===== config.mk =====
export PLATFORM = sky130hd
export DESIGN_NAME = dgc_global_ctrl
export DESIGN_NICKNAME = d
export VERILOG_FILES = /design/src/hdl/dgc_pkg.sv /design/src/hdl/dgc_global_ctrl.sv
export SDC_FILE = /design/constraint.sdc
export NUM_CORES = 2
export LEC_CHECK = 0
export ABC_AREA = 0
export BUFFER_PORTS_ARGS = -buffer_cell sky130_fd_sc_hd__buf_2
export CORE_AREA = 2 2 452 454
export CTS_CLUSTER_DIAMETER = 30
export CTS_CLUSTER_SIZE = 10
export DETAILED_ROUTE_END_ITERATION = 6
export DIE_AREA = 0 0 454 456
export MAX_ROUTING_LAYER = met4
export PLACE_DENSITY = 0.47
export RECOVER_POWER = 100
export SKIP_LAST_GASP = 1
export SYNTH_ARGS = -nofsm -noshare
export SYNTH_HDL_FRONTEND = slang
export SYNTH_SLANG_ARGS = --single-unit

===== constraint.sdc =====
create_clock -name CLK_SYS_I -period 4.7 [get_ports CLK_SYS_I]
set_input_delay 0.94 -clock CLK_SYS_I [delete_from_list [all_inputs] [get_ports CLK_SYS_I]]
set_output_delay 0.94 -clock CLK_SYS_I [all_outputs]
set_load 0.005 [all_outputs]

===== src/hdl/dgc_pkg.sv =====
// constants for the dma global channel control block
package dgc_pkg;
  // ----------------------------------------------------------
  // geometry
  // ----------------------------------------------------------
  localparam int          DGC_NCH       = 8;
  localparam int          DGC_ADR_W     = 8;
  localparam int          DGC_REGS_CH   = 4;
  // ----------------------------------------------------------
  // register offsets (byte addresses)
  // ----------------------------------------------------------
  localparam logic [7:0]  OFS_GLOBAL    = 8'h00;
  localparam logic [7:0]  OFS_CH_BASE   = 8'h40;
  localparam logic [7:0]  OFS_CH_END    = 8'hC0;
  localparam logic [7:0]  OFS_IRQ_STAT  = 8'hC0;
  localparam logic [7:0]  OFS_IRQ_MASK  = 8'hC4;
  // ----------------------------------------------------------
  // global control fields
  // ----------------------------------------------------------
  localparam int          GB_ENABLE     = 31;
  localparam int          GB_STOPPED    = 30;
  localparam int          GB_ROTATE     = 28;
  localparam int          GB_HALT_HI    = 27;
  localparam int          GB_HALT_LO    = 24;
  localparam logic [31:0] GLOBAL_RST    = 32'h0000_0000;
  localparam logic [31:0] GLOBAL_WMASK  = 32'h9F00_0000;
  localparam logic [3:0]  HALT_NONE     = 4'h0;
  // ----------------------------------------------------------
  // channel config a fields
  // ----------------------------------------------------------
  localparam int          CA_ENABLE     = 31;
  localparam int          CA_PAUSE      = 30;
  localparam int          CA_SWTRIG     = 29;
  localparam logic [31:0] CH_RST        = 32'h0000_0000;
  // ----------------------------------------------------------
  // interrupt status bits
  // ----------------------------------------------------------
  localparam int          IRQ_W         = 2;
  localparam int          IRQ_STOPPED   = 0;
  localparam int          IRQ_ABORT     = 1;
  localparam logic [1:0]  IRQ_RST       = 2'h0;
endpackage : dgc_pkg


===== src/hdl/dgc_global_ctrl.sv =====
// dma global channel control with wishbone register slave
// Function
// - clearing global enable disables channels, aborts active transfers
// - with global enable set, channels run by their own configuration
// - clearing global enable aborts and clears channel pause and trigger bits
// - stopped flag sets after enable cleared and no channel is busy
// - stopped flag sets after nonzero halt and every channel is idle
// - stopped flag clears when enabled and halt is zero
// - software writes to the stopped flag have no effect
// - rotation off: fixed priority, channel 0 highest to 7 lowest
// - rotation on: rotating priority over all eight channels
// - nonzero halt pauses all channels, zero resumes them
// - paused channel ignores transfer requests during the pause
// - requests seen while paused are not remembered; source must re-request
// - halt keeps all channel configuration registers intact
// - global register layout: enable 31, stopped 30, rotate 28, halt 27:24
// - one global register, four registers per channel 0 to 7, plus interrupt status and mask registers
// - channel runs only when both its enable and global enable are set
// - global disable leaves channel enable bits unchanged
`timescale 1ns/1ps
`default_nettype none
module dgc_global_ctrl
  import dgc_pkg::*;
#(
  parameter int NCH = DGC_NCH
) (
  input  wire logic             CLK_SYS_I,   // system clock 200 MHz
  input  wire logic             RST_N_I,     // async reset, active low
  input  wire logic             WB_CYC_I,    // wishbone cycle
  input  wire logic             WB_STB_I,    // wishbone strobe
  input  wire logic             WB_WE_I,     // wishbone write
  input  wire logic [7:0]       WB_ADR_I,    // byte address
  input  wire logic [3:0]       WB_SEL_I,    // byte enables
  input  wire logic [31:0]      WB_DAT_I,    // write data
  output logic      [31:0]      WB_DAT_O,    // read data
  output logic                  WB_ACK_O,    // acknowledge
  input  wire logic [NCH-1:0]   CH_REQ_I,    // channel transfer requests
  input  wire logic [NCH-1:0]   CH_BUSY_I,   // channel mid-transfer
  output logic      [NCH-1:0]   CH_ENABLE_O, // channel may operate
  output logic      [NCH-1:0]   CH_PAUSE_O,  // channel paused
  output logic                  CH_ABORT_O,  // forced stop pulse
  output logic      [NCH-1:0]   CH_GRANT_O,  // one-hot grant pulse
  output logic      [NCH*32-1:0] CH_CFG_A_O, // config a per channel
  output logic      [NCH*32-1:0] CH_CFG_B_O, // config b per channel
  output logic      [NCH*32-1:0] CH_SRC_O,   // source address
  output logic      [NCH*32-1:0] CH_DST_O,   // destination address
  output logic                  IRQ_O        // level interrupt
);
  // ----------------------------------------------------------
  // helpers
  // ----------------------------------------------------------
  localparam int PW = $clog2(NCH);
  localparam int IW = $clog2(NCH*DGC_REGS_CH);

  function automatic logic [31:0] merge(input logic [31:0] old_v,
                                        input logic [31:0] new_v,
                                        input logic [3:0]  sel);
    logic [31:0] r;
    r = old_v;
    for (int b = 0; b < 4; b++) begin
      if (sel[b]) begin
        r[b*8 +: 8] = new_v[b*8 +: 8];
      end
    end
    return r;
  endfunction : merge

  // first set bit of req at or after start, wrapping
  function automatic logic [NCH-1:0] pick(input logic [NCH-1:0] req,
                                          input logic [PW-1:0]  start);
    logic [NCH-1:0] g;
    logic           found;
    logic [PW-1:0]  idx;
    g     = '0;
    found = 1'b0;
    idx   = start;
    for (int i = 0; i < NCH; i++) begin
      if (!found && req[idx]) begin
        g[idx] = 1'b1;
        found  = 1'b1;
      end
      idx = idx + 1'b1;
    end
    return g;
  endfunction : pick

  function automatic logic [PW-1:0] enc(input logic [NCH-1:0] oh);
    logic [PW-1:0] r;
    r = '0;
    for (int i = 0; i < NCH; i++) begin
      if (oh[i]) begin
        r = PW'(i);
      end
    end
    return r;
  endfunction : enc

  // ----------------------------------------------------------
  // state
  // ----------------------------------------------------------
  logic [31:0]       glob_reg;
  logic [31:0]       glob_next;
  logic              stop_reg;
  logic              stop_next;
  logic              arm_reg;
  logic              arm_next;
  logic [31:0]       ch_reg [NCH*DGC_REGS_CH];
  logic              ack_reg;
  logic [31:0]       rdat_reg;
  logic [31:0]       rdat_next;
  logic [NCH-1:0]    grant_reg;
  logic [NCH-1:0]    grant_next;
  logic [PW-1:0]     last_reg;
  logic              abort_reg;
  logic [IRQ_W-1:0]  stat_reg;
  logic [IRQ_W-1:0]  stat_next;
  logic [IRQ_W-1:0]  mask_reg;

  // ----------------------------------------------------------
  // bus decode
  // ----------------------------------------------------------
  wire              wb_req   = WB_CYC_I & WB_STB_I & ~ack_reg;
  wire              wr       = wb_req & WB_WE_I;
  wire [7:0]        ch_off   = WB_ADR_I - OFS_CH_BASE;
  wire [IW-1:0]     ch_idx   = ch_off[IW+1:2];
  wire              hit_glob = WB_ADR_I[7:2] == OFS_GLOBAL[7:2];
  wire              hit_ch   = (WB_ADR_I >= OFS_CH_BASE) && (WB_ADR_I < OFS_CH_END);
  wire              hit_stat = WB_ADR_I[7:2] == OFS_IRQ_STAT[7:2];
  wire              hit_mask = WB_ADR_I[7:2] == OFS_IRQ_MASK[7:2];
  wire              wr_glob  = wr & hit_glob;
  // the stopped bit is outside the write mask, so software cannot move it
  wire [31:0]       glob_wv  = merge(glob_reg, WB_DAT_I, WB_SEL_I) & GLOBAL_WMASK;
  wire [31:0]       stat_wv  = merge(32'h0000_0000, WB_DAT_I, WB_SEL_I);
  wire [31:0]       mask_wv  = merge({{(32-IRQ_W){1'b0}}, mask_reg}, WB_DAT_I, WB_SEL_I);

  // ----------------------------------------------------------
  // global fields
  // ----------------------------------------------------------
  wire              g_en     = glob_reg[GB_ENABLE];
  wire              g_rot    = glob_reg[GB_ROTATE];
  wire [3:0]        g_halt   = glob_reg[GB_HALT_HI:GB_HALT_LO];
  wire              g_halted = g_halt != HALT_NONE;
  wire              en_fall  = wr_glob & g_en & ~glob_wv[GB_ENABLE];
  wire              arm_set  = wr_glob & (~glob_wv[GB_ENABLE] |
                               (glob_wv[GB_HALT_HI:GB_HALT_LO] != HALT_NONE));
  wire              run_ok   = g_en & ~g_halted;
  wire              all_idle = ~|CH_BUSY_I;

  assign glob_next = wr_glob ? glob_wv : glob_reg;
  // a disabling or halting write arms the flag even while channels still run
  assign arm_next  = arm_set | (arm_reg & ~run_ok);
  // set once all channels have finished or paused after disable or halt
  assign stop_next = run_ok ? 1'b0 : (stop_reg | (arm_reg & all_idle));

  // ----------------------------------------------------------
  // channel control and arbitration
  // ----------------------------------------------------------
  logic [NCH-1:0] cfg_en;
  logic [NCH-1:0] cfg_pause;
  for (genvar c = 0; c < NCH; c++) begin : g_ch
    assign cfg_en[c]              = ch_reg[c*DGC_REGS_CH][CA_ENABLE];
    assign cfg_pause[c]           = ch_reg[c*DGC_REGS_CH][CA_PAUSE];
    assign CH_CFG_A_O[c*32 +: 32] = ch_reg[c*DGC_REGS_CH];
    assign CH_CFG_B_O[c*32 +: 32] = ch_reg[c*DGC_REGS_CH+1];
    assign CH_SRC_O[c*32 +: 32]   = ch_reg[c*DGC_REGS_CH+2];
    assign CH_DST_O[c*32 +: 32]   = ch_reg[c*DGC_REGS_CH+3];
  end

  assign CH_ENABLE_O = cfg_en & {NCH{g_en}};
  assign CH_PAUSE_O  = cfg_pause | {NCH{g_halted}};
  // a request counts only in the cycle it is seen; nothing latches it
  wire [NCH-1:0] elig  = CH_REQ_I & CH_ENABLE_O & ~CH_PAUSE_O;
  wire [PW-1:0]  start = g_rot ? PW'(last_reg + 1'b1) : '0;
  wire           can_g = all_idle & ~|grant_reg & ~en_fall;

  assign grant_next = can_g ? pick(elig, start) : '0;
  assign CH_GRANT_O = grant_reg;
  assign CH_ABORT_O = abort_reg;

  // ----------------------------------------------------------
  // interrupts
  // ----------------------------------------------------------
  wire [IRQ_W-1:0] irq_ev  = {en_fall, stop_next & ~stop_reg};
  wire [IRQ_W-1:0] irq_clr = (wr & hit_stat) ? stat_wv[IRQ_W-1:0] : '0;
  // a new event beats a clear in the same cycle
  assign stat_next = (stat_reg & ~irq_clr) | irq_ev;
  assign IRQ_O     = |(stat_reg & mask_reg);

  // ----------------------------------------------------------
  // read mux
  // ----------------------------------------------------------
  wire [31:0] glob_rd = glob_reg | ({31'h0000_0000, stop_reg} << GB_STOPPED);
  assign rdat_next = hit_glob ? glob_rd :
                     hit_ch   ? ch_reg[ch_idx] :
                     hit_stat ? {{(32-IRQ_W){1'b0}}, stat_reg} :
                     hit_mask ? {{(32-IRQ_W){1'b0}}, mask_reg} :
                                32'h0000_0000;
  assign WB_DAT_O = rdat_reg;
  assign WB_ACK_O = ack_reg;

  // ----------------------------------------------------------
  // flops
  // ----------------------------------------------------------
  always_ff @(posedge CLK_SYS_I or negedge RST_N_I) begin
    if (!RST_N_I) begin
      glob_reg  <= GLOBAL_RST;
      stop_reg  <= 1'b0;
      arm_reg   <= 1'b0;
      ack_reg   <= 1'b0;
      rdat_reg  <= 32'h0000_0000;
      stat_reg  <= IRQ_RST;
      mask_reg  <= IRQ_RST;
      abort_reg <= 1'b0;
    end else begin
      glob_reg  <= glob_next;
      stop_reg  <= stop_next;
      arm_reg   <= arm_next;
      ack_reg   <= wb_req;
      rdat_reg  <= wb_req ? rdat_next : rdat_reg;
      stat_reg  <= stat_next;
      mask_reg  <= (wr & hit_mask) ? mask_wv[IRQ_W-1:0] : mask_reg;
      abort_reg <= en_fall;
    end
  end

  always_ff @(posedge CLK_SYS_I or negedge RST_N_I) begin
    if (!RST_N_I) begin
      grant_reg <= '0;
      last_reg  <= '0;
    end else begin
      grant_reg <= grant_next;
      last_reg  <= |grant_next ? enc(grant_next) : last_reg;
    end
  end

  // forced disable clears pause and trigger but keeps each enable bit;
  // halt never touches these registers
  always_ff @(posedge CLK_SYS_I or negedge RST_N_I) begin
    if (!RST_N_I) begin
      for (int i = 0; i < NCH*DGC_REGS_CH; i++) begin
        ch_reg[i] <= CH_RST;
      end
    end else if (en_fall) begin
      for (int c = 0; c < NCH; c++) begin
        ch_reg[c*DGC_REGS_CH][CA_PAUSE]  <= 1'b0;
        ch_reg[c*DGC_REGS_CH][CA_SWTRIG] <= 1'b0;
      end
    end else if (wr & hit_ch) begin
      ch_reg[ch_idx] <= merge(ch_reg[ch_idx], WB_DAT_I, WB_SEL_I);
    end
  end

  // ----------------------------------------------------------
  // assertions
  // ----------------------------------------------------------
  property p_abort_pulse;
    @(posedge CLK_SYS_I) disable iff (!RST_N_I)
      en_fall |=> CH_ABORT_O ##1 !CH_ABORT_O;
  endproperty
  a_abort_pulse: assert property (p_abort_pulse) else $error("abort pulse wrong");

  property p_no_grant_off;
    @(posedge CLK_SYS_I) disable iff (!RST_N_I)
      !g_en |=> CH_GRANT_O == '0;
  endproperty
  a_no_grant_off: assert property (p_no_grant_off) else $error("grant while disabled");

  property p_grant_when_run;
    @(posedge CLK_SYS_I) disable iff (!RST_N_I)
      (|elig && can_g) |=> |CH_GRANT_O;
  endproperty
  a_grant_when_run: assert property (p_grant_when_run) else $error("eligible request not granted");

  property p_abort_clears;
    @(posedge CLK_SYS_I) disable iff (!RST_N_I)
      en_fall |=> (CH_CFG_A_O[CA_PAUSE] == 1'b0) &&
                  (CH_CFG_A_O[CA_ENABLE] == $past(CH_CFG_A_O[CA_ENABLE]));
  endproperty
  a_abort_clears: assert property (p_abort_clears) else $error("config not reset on abort");

  property p_stop_set;
    @(posedge CLK_SYS_I) disable iff (!RST_N_I)
      (arm_reg && all_idle && !run_ok) |=> stop_reg;
  endproperty
  a_stop_set: assert property (p_stop_set) else $error("stopped flag not set");

  property p_stop_clr;
    @(posedge CLK_SYS_I) disable iff (!RST_N_I)
      run_ok |=> !stop_reg ##1 (stop_reg -> $past(!run_ok));
  endproperty
  a_stop_clr: assert property (p_stop_clr) else $error("stopped flag not cleared");

  property p_fixed_prio;
    @(posedge CLK_SYS_I) disable iff (!RST_N_I)
      (can_g && !g_rot && |elig) |=> CH_GRANT_O == ($past(elig) & (~$past(elig) + 1'b1));
  endproperty
  a_fixed_prio: assert property (p_fixed_prio) else $error("fixed priority order broken");

  property p_onehot;
    @(posedge CLK_SYS_I) disable iff (!RST_N_I)
      $onehot0(CH_GRANT_O);
  endproperty
  a_onehot: assert property (p_onehot) else $error("grant not one-hot");

  property p_halt_blocks;
    @(posedge CLK_SYS_I) disable iff (!RST_N_I)
      g_halted |=> CH_GRANT_O == '0;
  endproperty
  a_halt_blocks: assert property (p_halt_blocks) else $error("grant during halt");

  property p_halt_keeps;
    @(posedge CLK_SYS_I) disable iff (!RST_N_I)
      (wr_glob && !en_fall) |=> $stable(CH_CFG_A_O);
  endproperty
  a_halt_keeps: assert property (p_halt_keeps) else $error("halt changed config");

  property p_rotate;
    @(posedge CLK_SYS_I) disable iff (!RST_N_I)
      (can_g && g_rot && elig[PW'(last_reg + 1'b1)]) |=> CH_GRANT_O[$past(PW'(last_reg + 1'b1))];
  endproperty
  a_rotate: assert property (p_rotate) else $error("rotation order broken");

  property p_ack_answer;
    @(posedge CLK_SYS_I) disable iff (!RST_N_I)
      (WB_CYC_I && WB_STB_I && !WB_ACK_O) |=> WB_ACK_O;
  endproperty
  a_ack_answer: assert property (p_ack_answer) else $error("request not acknowledged");

  property p_ack_pulse;
    @(posedge CLK_SYS_I) disable iff (!RST_N_I)
      WB_ACK_O |=> !WB_ACK_O;
  endproperty
  a_ack_pulse: assert property (p_ack_pulse) else $error("ack held too long");

  property p_stop_ro;
    @(posedge CLK_SYS_I) disable iff (!RST_N_I)
      (!run_ok && !arm_reg && !stop_reg) |=> !stop_reg;
  endproperty
  a_stop_ro: assert property (p_stop_ro) else $error("stopped flag set without arming");

  property p_stop_rise;
    @(posedge CLK_SYS_I) disable iff (!RST_N_I)
      $rose(stop_reg) |-> $past(all_idle) && $past(arm_reg);
  endproperty
  a_stop_rise: assert property (p_stop_rise) else $error("stopped flag rose while busy");

  property p_abort_source;
    @(posedge CLK_SYS_I) disable iff (!RST_N_I)
      CH_ABORT_O |-> $past(en_fall);
  endproperty
  a_abort_source: assert property (p_abort_source) else $error("abort without disable");

  property p_abort_keeps_en;
    @(posedge CLK_SYS_I) disable iff (!RST_N_I)
      en_fall |=> cfg_en == $past(cfg_en);
  endproperty
  a_abort_keeps_en: assert property (p_abort_keeps_en) else $error("disable changed channel enables");

  property p_halt_pause;
    @(posedge CLK_SYS_I) disable iff (!RST_N_I)
      g_halted |-> CH_PAUSE_O == {NCH{1'b1}};
  endproperty
  a_halt_pause: assert property (p_halt_pause) else $error("halt did not pause all");

  property p_paused_no_grant;
    @(posedge CLK_SYS_I) disable iff (!RST_N_I)
      |CH_PAUSE_O |=> (CH_GRANT_O & $past(CH_PAUSE_O)) == '0;
  endproperty
  a_paused_no_grant: assert property (p_paused_no_grant) else $error("paused channel granted");

  property p_grant_enabled;
    @(posedge CLK_SYS_I) disable iff (!RST_N_I)
      |CH_REQ_I |=> (CH_GRANT_O & ~$past(CH_ENABLE_O)) == '0;
  endproperty
  a_grant_enabled: assert property (p_grant_enabled) else $error("disabled channel granted");

  property p_rot_last;
    @(posedge CLK_SYS_I) disable iff (!RST_N_I)
      |CH_GRANT_O |-> CH_GRANT_O[last_reg];
  endproperty
  a_rot_last: assert property (p_rot_last) else $error("last granted not recorded");
endmodule : dgc_global_ctrl
`default_nettype wire


==> run_results.csv <==
group,metric,value,unit
status,outcome,"complete, but fails checks",
status,violations,"capacitance limit, slew limit",
synth,number_of_different_library_cells_in_the_post_synthesis_netlist,81,
flow_run,cap_viol_max_count,6,
place,detailedPlacementHpwl,205,mm
global_route,grt_usage,0.269,
power,power_frac_comb,0.051,
worst_hold_path,holdCritPathClass,"in2reg",
synth,post_synth_inst_count,4389,
layout,multiInputGateArea,19400,µm²
sta,tns,0,ns
route,finalWirelength,277,mm
floorplan,fp-row-count,165,
critical_path,critical_path_rt,5.44,ns
clock_network,cts_setup_buffers,0,
layout,seqCellArea,27100,µm²
floorplan,initial_core_util,0.236,
synth,avgSynthCellArea,10.8,µm²
synth,async_flop_share,1.00,
place,place_congestion,0.914,
clock_network,cts_made_buffers,320,
power,power_switching,7720,µW
critical_path,worst-setup-path-type,"in2reg",
layout,drive_gt1_frac,0.235,
power,p_sw_frac,0.228,
sta,clock_skew,0.0695,ns
sta,final-setup-viol-count,0,
sta,timing_max_transition_violations_final,301,
critical_path,end_kind,"flop",
sta,worst_hold_slack,0.312,ns
synth,ys.warnings.count,0,
synth,synth_top_flop_cell,"sky130_fd_sc_hd__dfrtp_1",
clock_network,cts-root-buf,"sky130_fd_sc_hd__clkbuf_16",
synth,post_synthesis_sequential_area_ratio,0.569,
floorplan,die-width,454,µm
floorplan,num_io_pins,1148,
route,drtIter0Drc,4627,
synth,yosys_register_bits,1081,
clock_network,clk-insertion-delay-late,0.95,ns
place,port-buffer-count,1145,
power,total_leakage_power,0.0298,µW
route,viasPerCell,5.07,
power,pwr-share-clk,0.658,
route,drt-wirelength-per-cell,32.2,µm
global_route,grt_first_pass_wirelength,375,mm
sta,worst_slew_margin_rel,-0.952,
synth,synth_area,47600,µm²
floorplan,coreArea,202000,µm²
sta,worst-slew-pin-transition,2.93,ns
route,detail_route.first_pass.iterations,5,
route,via_total_after_detailed_routing,43726,
clock_network,cts.path.max_buffers,4,
clock_network,cts.htree.levels,5,
layout,areaGrowthSynthToFinish,42.2,%
critical_path,cp_data_arrival_time,5.18,ns
clock_network,resize_count_post_cts,0,
global_route,first_global_vias,42640,
critical_path,startpoint_type,"primary input",
layout,final.fill_count,20767,
sta,unrepaired_setup_endpoints_after_global_routing,"no",
synth,synthesis.nets,4462,
sta,layout_worst_path_cycle_share,0.945,
clock_network,clk_pin_slew_worst_paths,0.04,ns
power,sequentialPowerShare,0.290,
power,peakVddDrop,0.354,mV
floorplan,die_h,456,µm
critical_path,critical_path_peak_fanout,32,
global_route,overflow,0,
global_route,number_of_antenna_violations_at_the_first_check_in_global_routing,37,
layout,final_nets,5776,
sta,final_period_minus_worst_setup_slack,4.44,ns
clock_network,numClockSinks,1081,
sta,fmaxAchievable,225,MHz
route,drt.antenna.violating_nets,0,
power,power_per_cell_area,500,nW/µm²
global_route,maximum_number_of_pins_on_one_net_before_global_route_repair,99,
floorplan,dieArea,207000,µm²
sta,hold_violations,0,
clock_network,ctsHoldBuffers,0,
place,postPlaceCellArea,58500,µm²
clock_network,tritoncts,"yes",
layout,final_cell_area,67600,µm²
synth,synth_enable_flop_cells,0,
route,drc_errors,0,
power,cell_internal_pwr,26100,µW
## synth_stat cells (4+ instances only)
master | instances | area, µm²
sky130_fd_sc_hd__inv_1 | 9 | 33.8
sky130_fd_sc_hd__a21o_1 | 6 | 45.0
sky130_fd_sc_hd__nor2b_1 | 4 | 25.0
sky130_fd_sc_hd__buf_1 | 28 | 105
sky130_fd_sc_hd__and2_1 | 11 | 68.8
sky130_fd_sc_hd__ha_1 | 8 | 100
sky130_fd_sc_hd__o21ai_0 | 1024 | 5120
sky130_fd_sc_hd__nand3b_1 | 10 | 75.1
sky130_fd_sc_hd__nor3b_1 | 5 | 37.5
sky130_fd_sc_hd__dfrtp_1 | 1081 | 27100
sky130_fd_sc_hd__mux2_2 | 16 | 180
sky130_fd_sc_hd__nor4_1 | 10 | 62.6
sky130_fd_sc_hd__a211oi_1 | 5 | 37.5
sky130_fd_sc_hd__clkbuf_1 | 370 | 1390
sky130_fd_sc_hd__mux2i_1 | 43 | 430
sky130_fd_sc_hd__nand2b_1 | 6 | 37.5
sky130_fd_sc_hd__a22o_1 | 25 | 219
sky130_fd_sc_hd__nor3_1 | 17 | 85.1
sky130_fd_sc_hd__or2b_1 | 4 | 30.0
sky130_fd_sc_hd__a21oi_1 | 20 | 100
sky130_fd_sc_hd__nand3_1 | 31 | 155
sky130_fd_sc_hd__nand4_1 | 39 | 244
sky130_fd_sc_hd__a31oi_1 | 7 | 43.8
sky130_fd_sc_hd__or4_1 | 6 | 45.0
sky130_fd_sc_hd__nand2_1 | 1085 | 4070
sky130_fd_sc_hd__and3_1 | 9 | 56.3
sky130_fd_sc_hd__xnor2_1 | 7 | 61.3
sky130_fd_sc_hd__nor2_1 | 41 | 154
sky130_fd_sc_hd__mux4_2 | 258 | 5810
sky130_fd_sc_hd__o31ai_1 | 5 | 37.5
sky130_fd_sc_hd__a22oi_1 | 127 | 953
## power by group through the flow
stage	logic [µW]	clock network [µW]	registers, µW
floorplan	648	0	9890
global placement	1840	0	9920
detailed placement	1850	0	9940
CTS	1850	22400	9810
global route	1860	23000	9840
finish	1730	22300	9820
## critical path: stages
cell and delay [ns]:
sky130_fd_sc_hd__buf_8 0.17, sky130_fd_sc_hd__clkbuf_2 0.98, sky130_fd_sc_hd__buf_4 0.43, sky130_fd_sc_hd__mux4_2 0.55, sky130_fd_sc_hd__a22oi_1 0.50, sky130_fd_sc_hd__nand4_1 0.37
sky130_fd_sc_hd__mux2i_4 0.22, sky130_fd_sc_hd__clkbuf_2 0.70, sky130_fd_sc_hd__o21ai_0 0.25
## path summary, 6_finish.rpt
kind                               from         endpoint  slack [ns]  cells past startpoint
min reg2reg                     arm_reg          arm_reg        0.49                      1
max                         WB_ADR_I[2]  CH_CFG_A_O[195]        0.26                      9
max in group asynchronous       RST_N_I   CH_CFG_A_O[84]        0.70                      2
min in group asynchronous       RST_N_I  CH_CFG_A_O[222]        0.94                      1
max reg2reg                    WB_ACK_O      CH_DST_O[7]        0.37                     10
min                        WB_DAT_I[31]     glob_reg[31]        0.31                      2
## area by class of cell
class | count | share of cell area
antenna | 17 | 0.000629
inverter | 12 | 0.000740
tap | 2672 | 0.0494
multi-input combinational | 2891 | 0.286
clock buffer | 426 | 0.135
sequential | 1081 | 0.400
clock inverter | 126 | 0.0281
timing repair buffer | 1397 | 0.0999
## per-stage QoR
step,std cells,setup WS (ns),power [µW],utilization
global route,8618,0.0949,34700,0.335
detailed placement,8053,0.255,11800,0.290
floorplan,4389,0.686,10500,-
CTS,8605,0.386,34100,0.345
global placement,8053,0.202,11800,0.290
finish,8622,0.258,33800,0.335
## metal layers
metal,track usage,vias up,part of all wire
met2,0.410,2451,0.46
met4,0.117,0,0.051
met1,0.335,22358,0.40
met5,-,-,0
met3,0.0714,561,0.092
li1,-,18356,-
## kinds of logic after synthesis
| kind of cell | synth area share |
|---|---|
| buffers and inverters | 0.0337 |
| adder cells (fa/ha/maj) | 0.00210 |
| AO/OA/AOI/OAI | 0.145 |
| AND/OR/NAND/NOR | 0.112 |
| multiplexers | 0.136 |
| flip-flops | 0.569 |
| XOR/XNOR | 0.00355 |
## placed cells by master, fill, tap and decap left out, types with 34 or more instances in the layout
master / instances
sky130_fd_sc_hd__dfrtp_1: 1081
sky130_fd_sc_hd__a22oi_1: 127
sky130_fd_sc_hd__buf_2: 319
sky130_fd_sc_hd__o21ai_0: 1024
sky130_fd_sc_hd__buf_12: 34
sky130_fd_sc_hd__clkbuf_8: 59
sky130_fd_sc_hd__clkbuf_16: 327
sky130_fd_sc_hd__bufinv_16: 47
sky130_fd_sc_hd__nand2_1: 1071
sky130_fd_sc_hd__clkbuf_1: 902
sky130_fd_sc_hd__mux4_2: 258
sky130_fd_sc_hd__nor2_1: 40
sky130_fd_sc_hd__clkbuf_2: 53
sky130_fd_sc_hd__nand4_1: 39
sky130_fd_sc_hd__clkinv_2: 55
sky130_fd_sc_hd__buf_4: 112
Power figures use the tool's default switching activity.
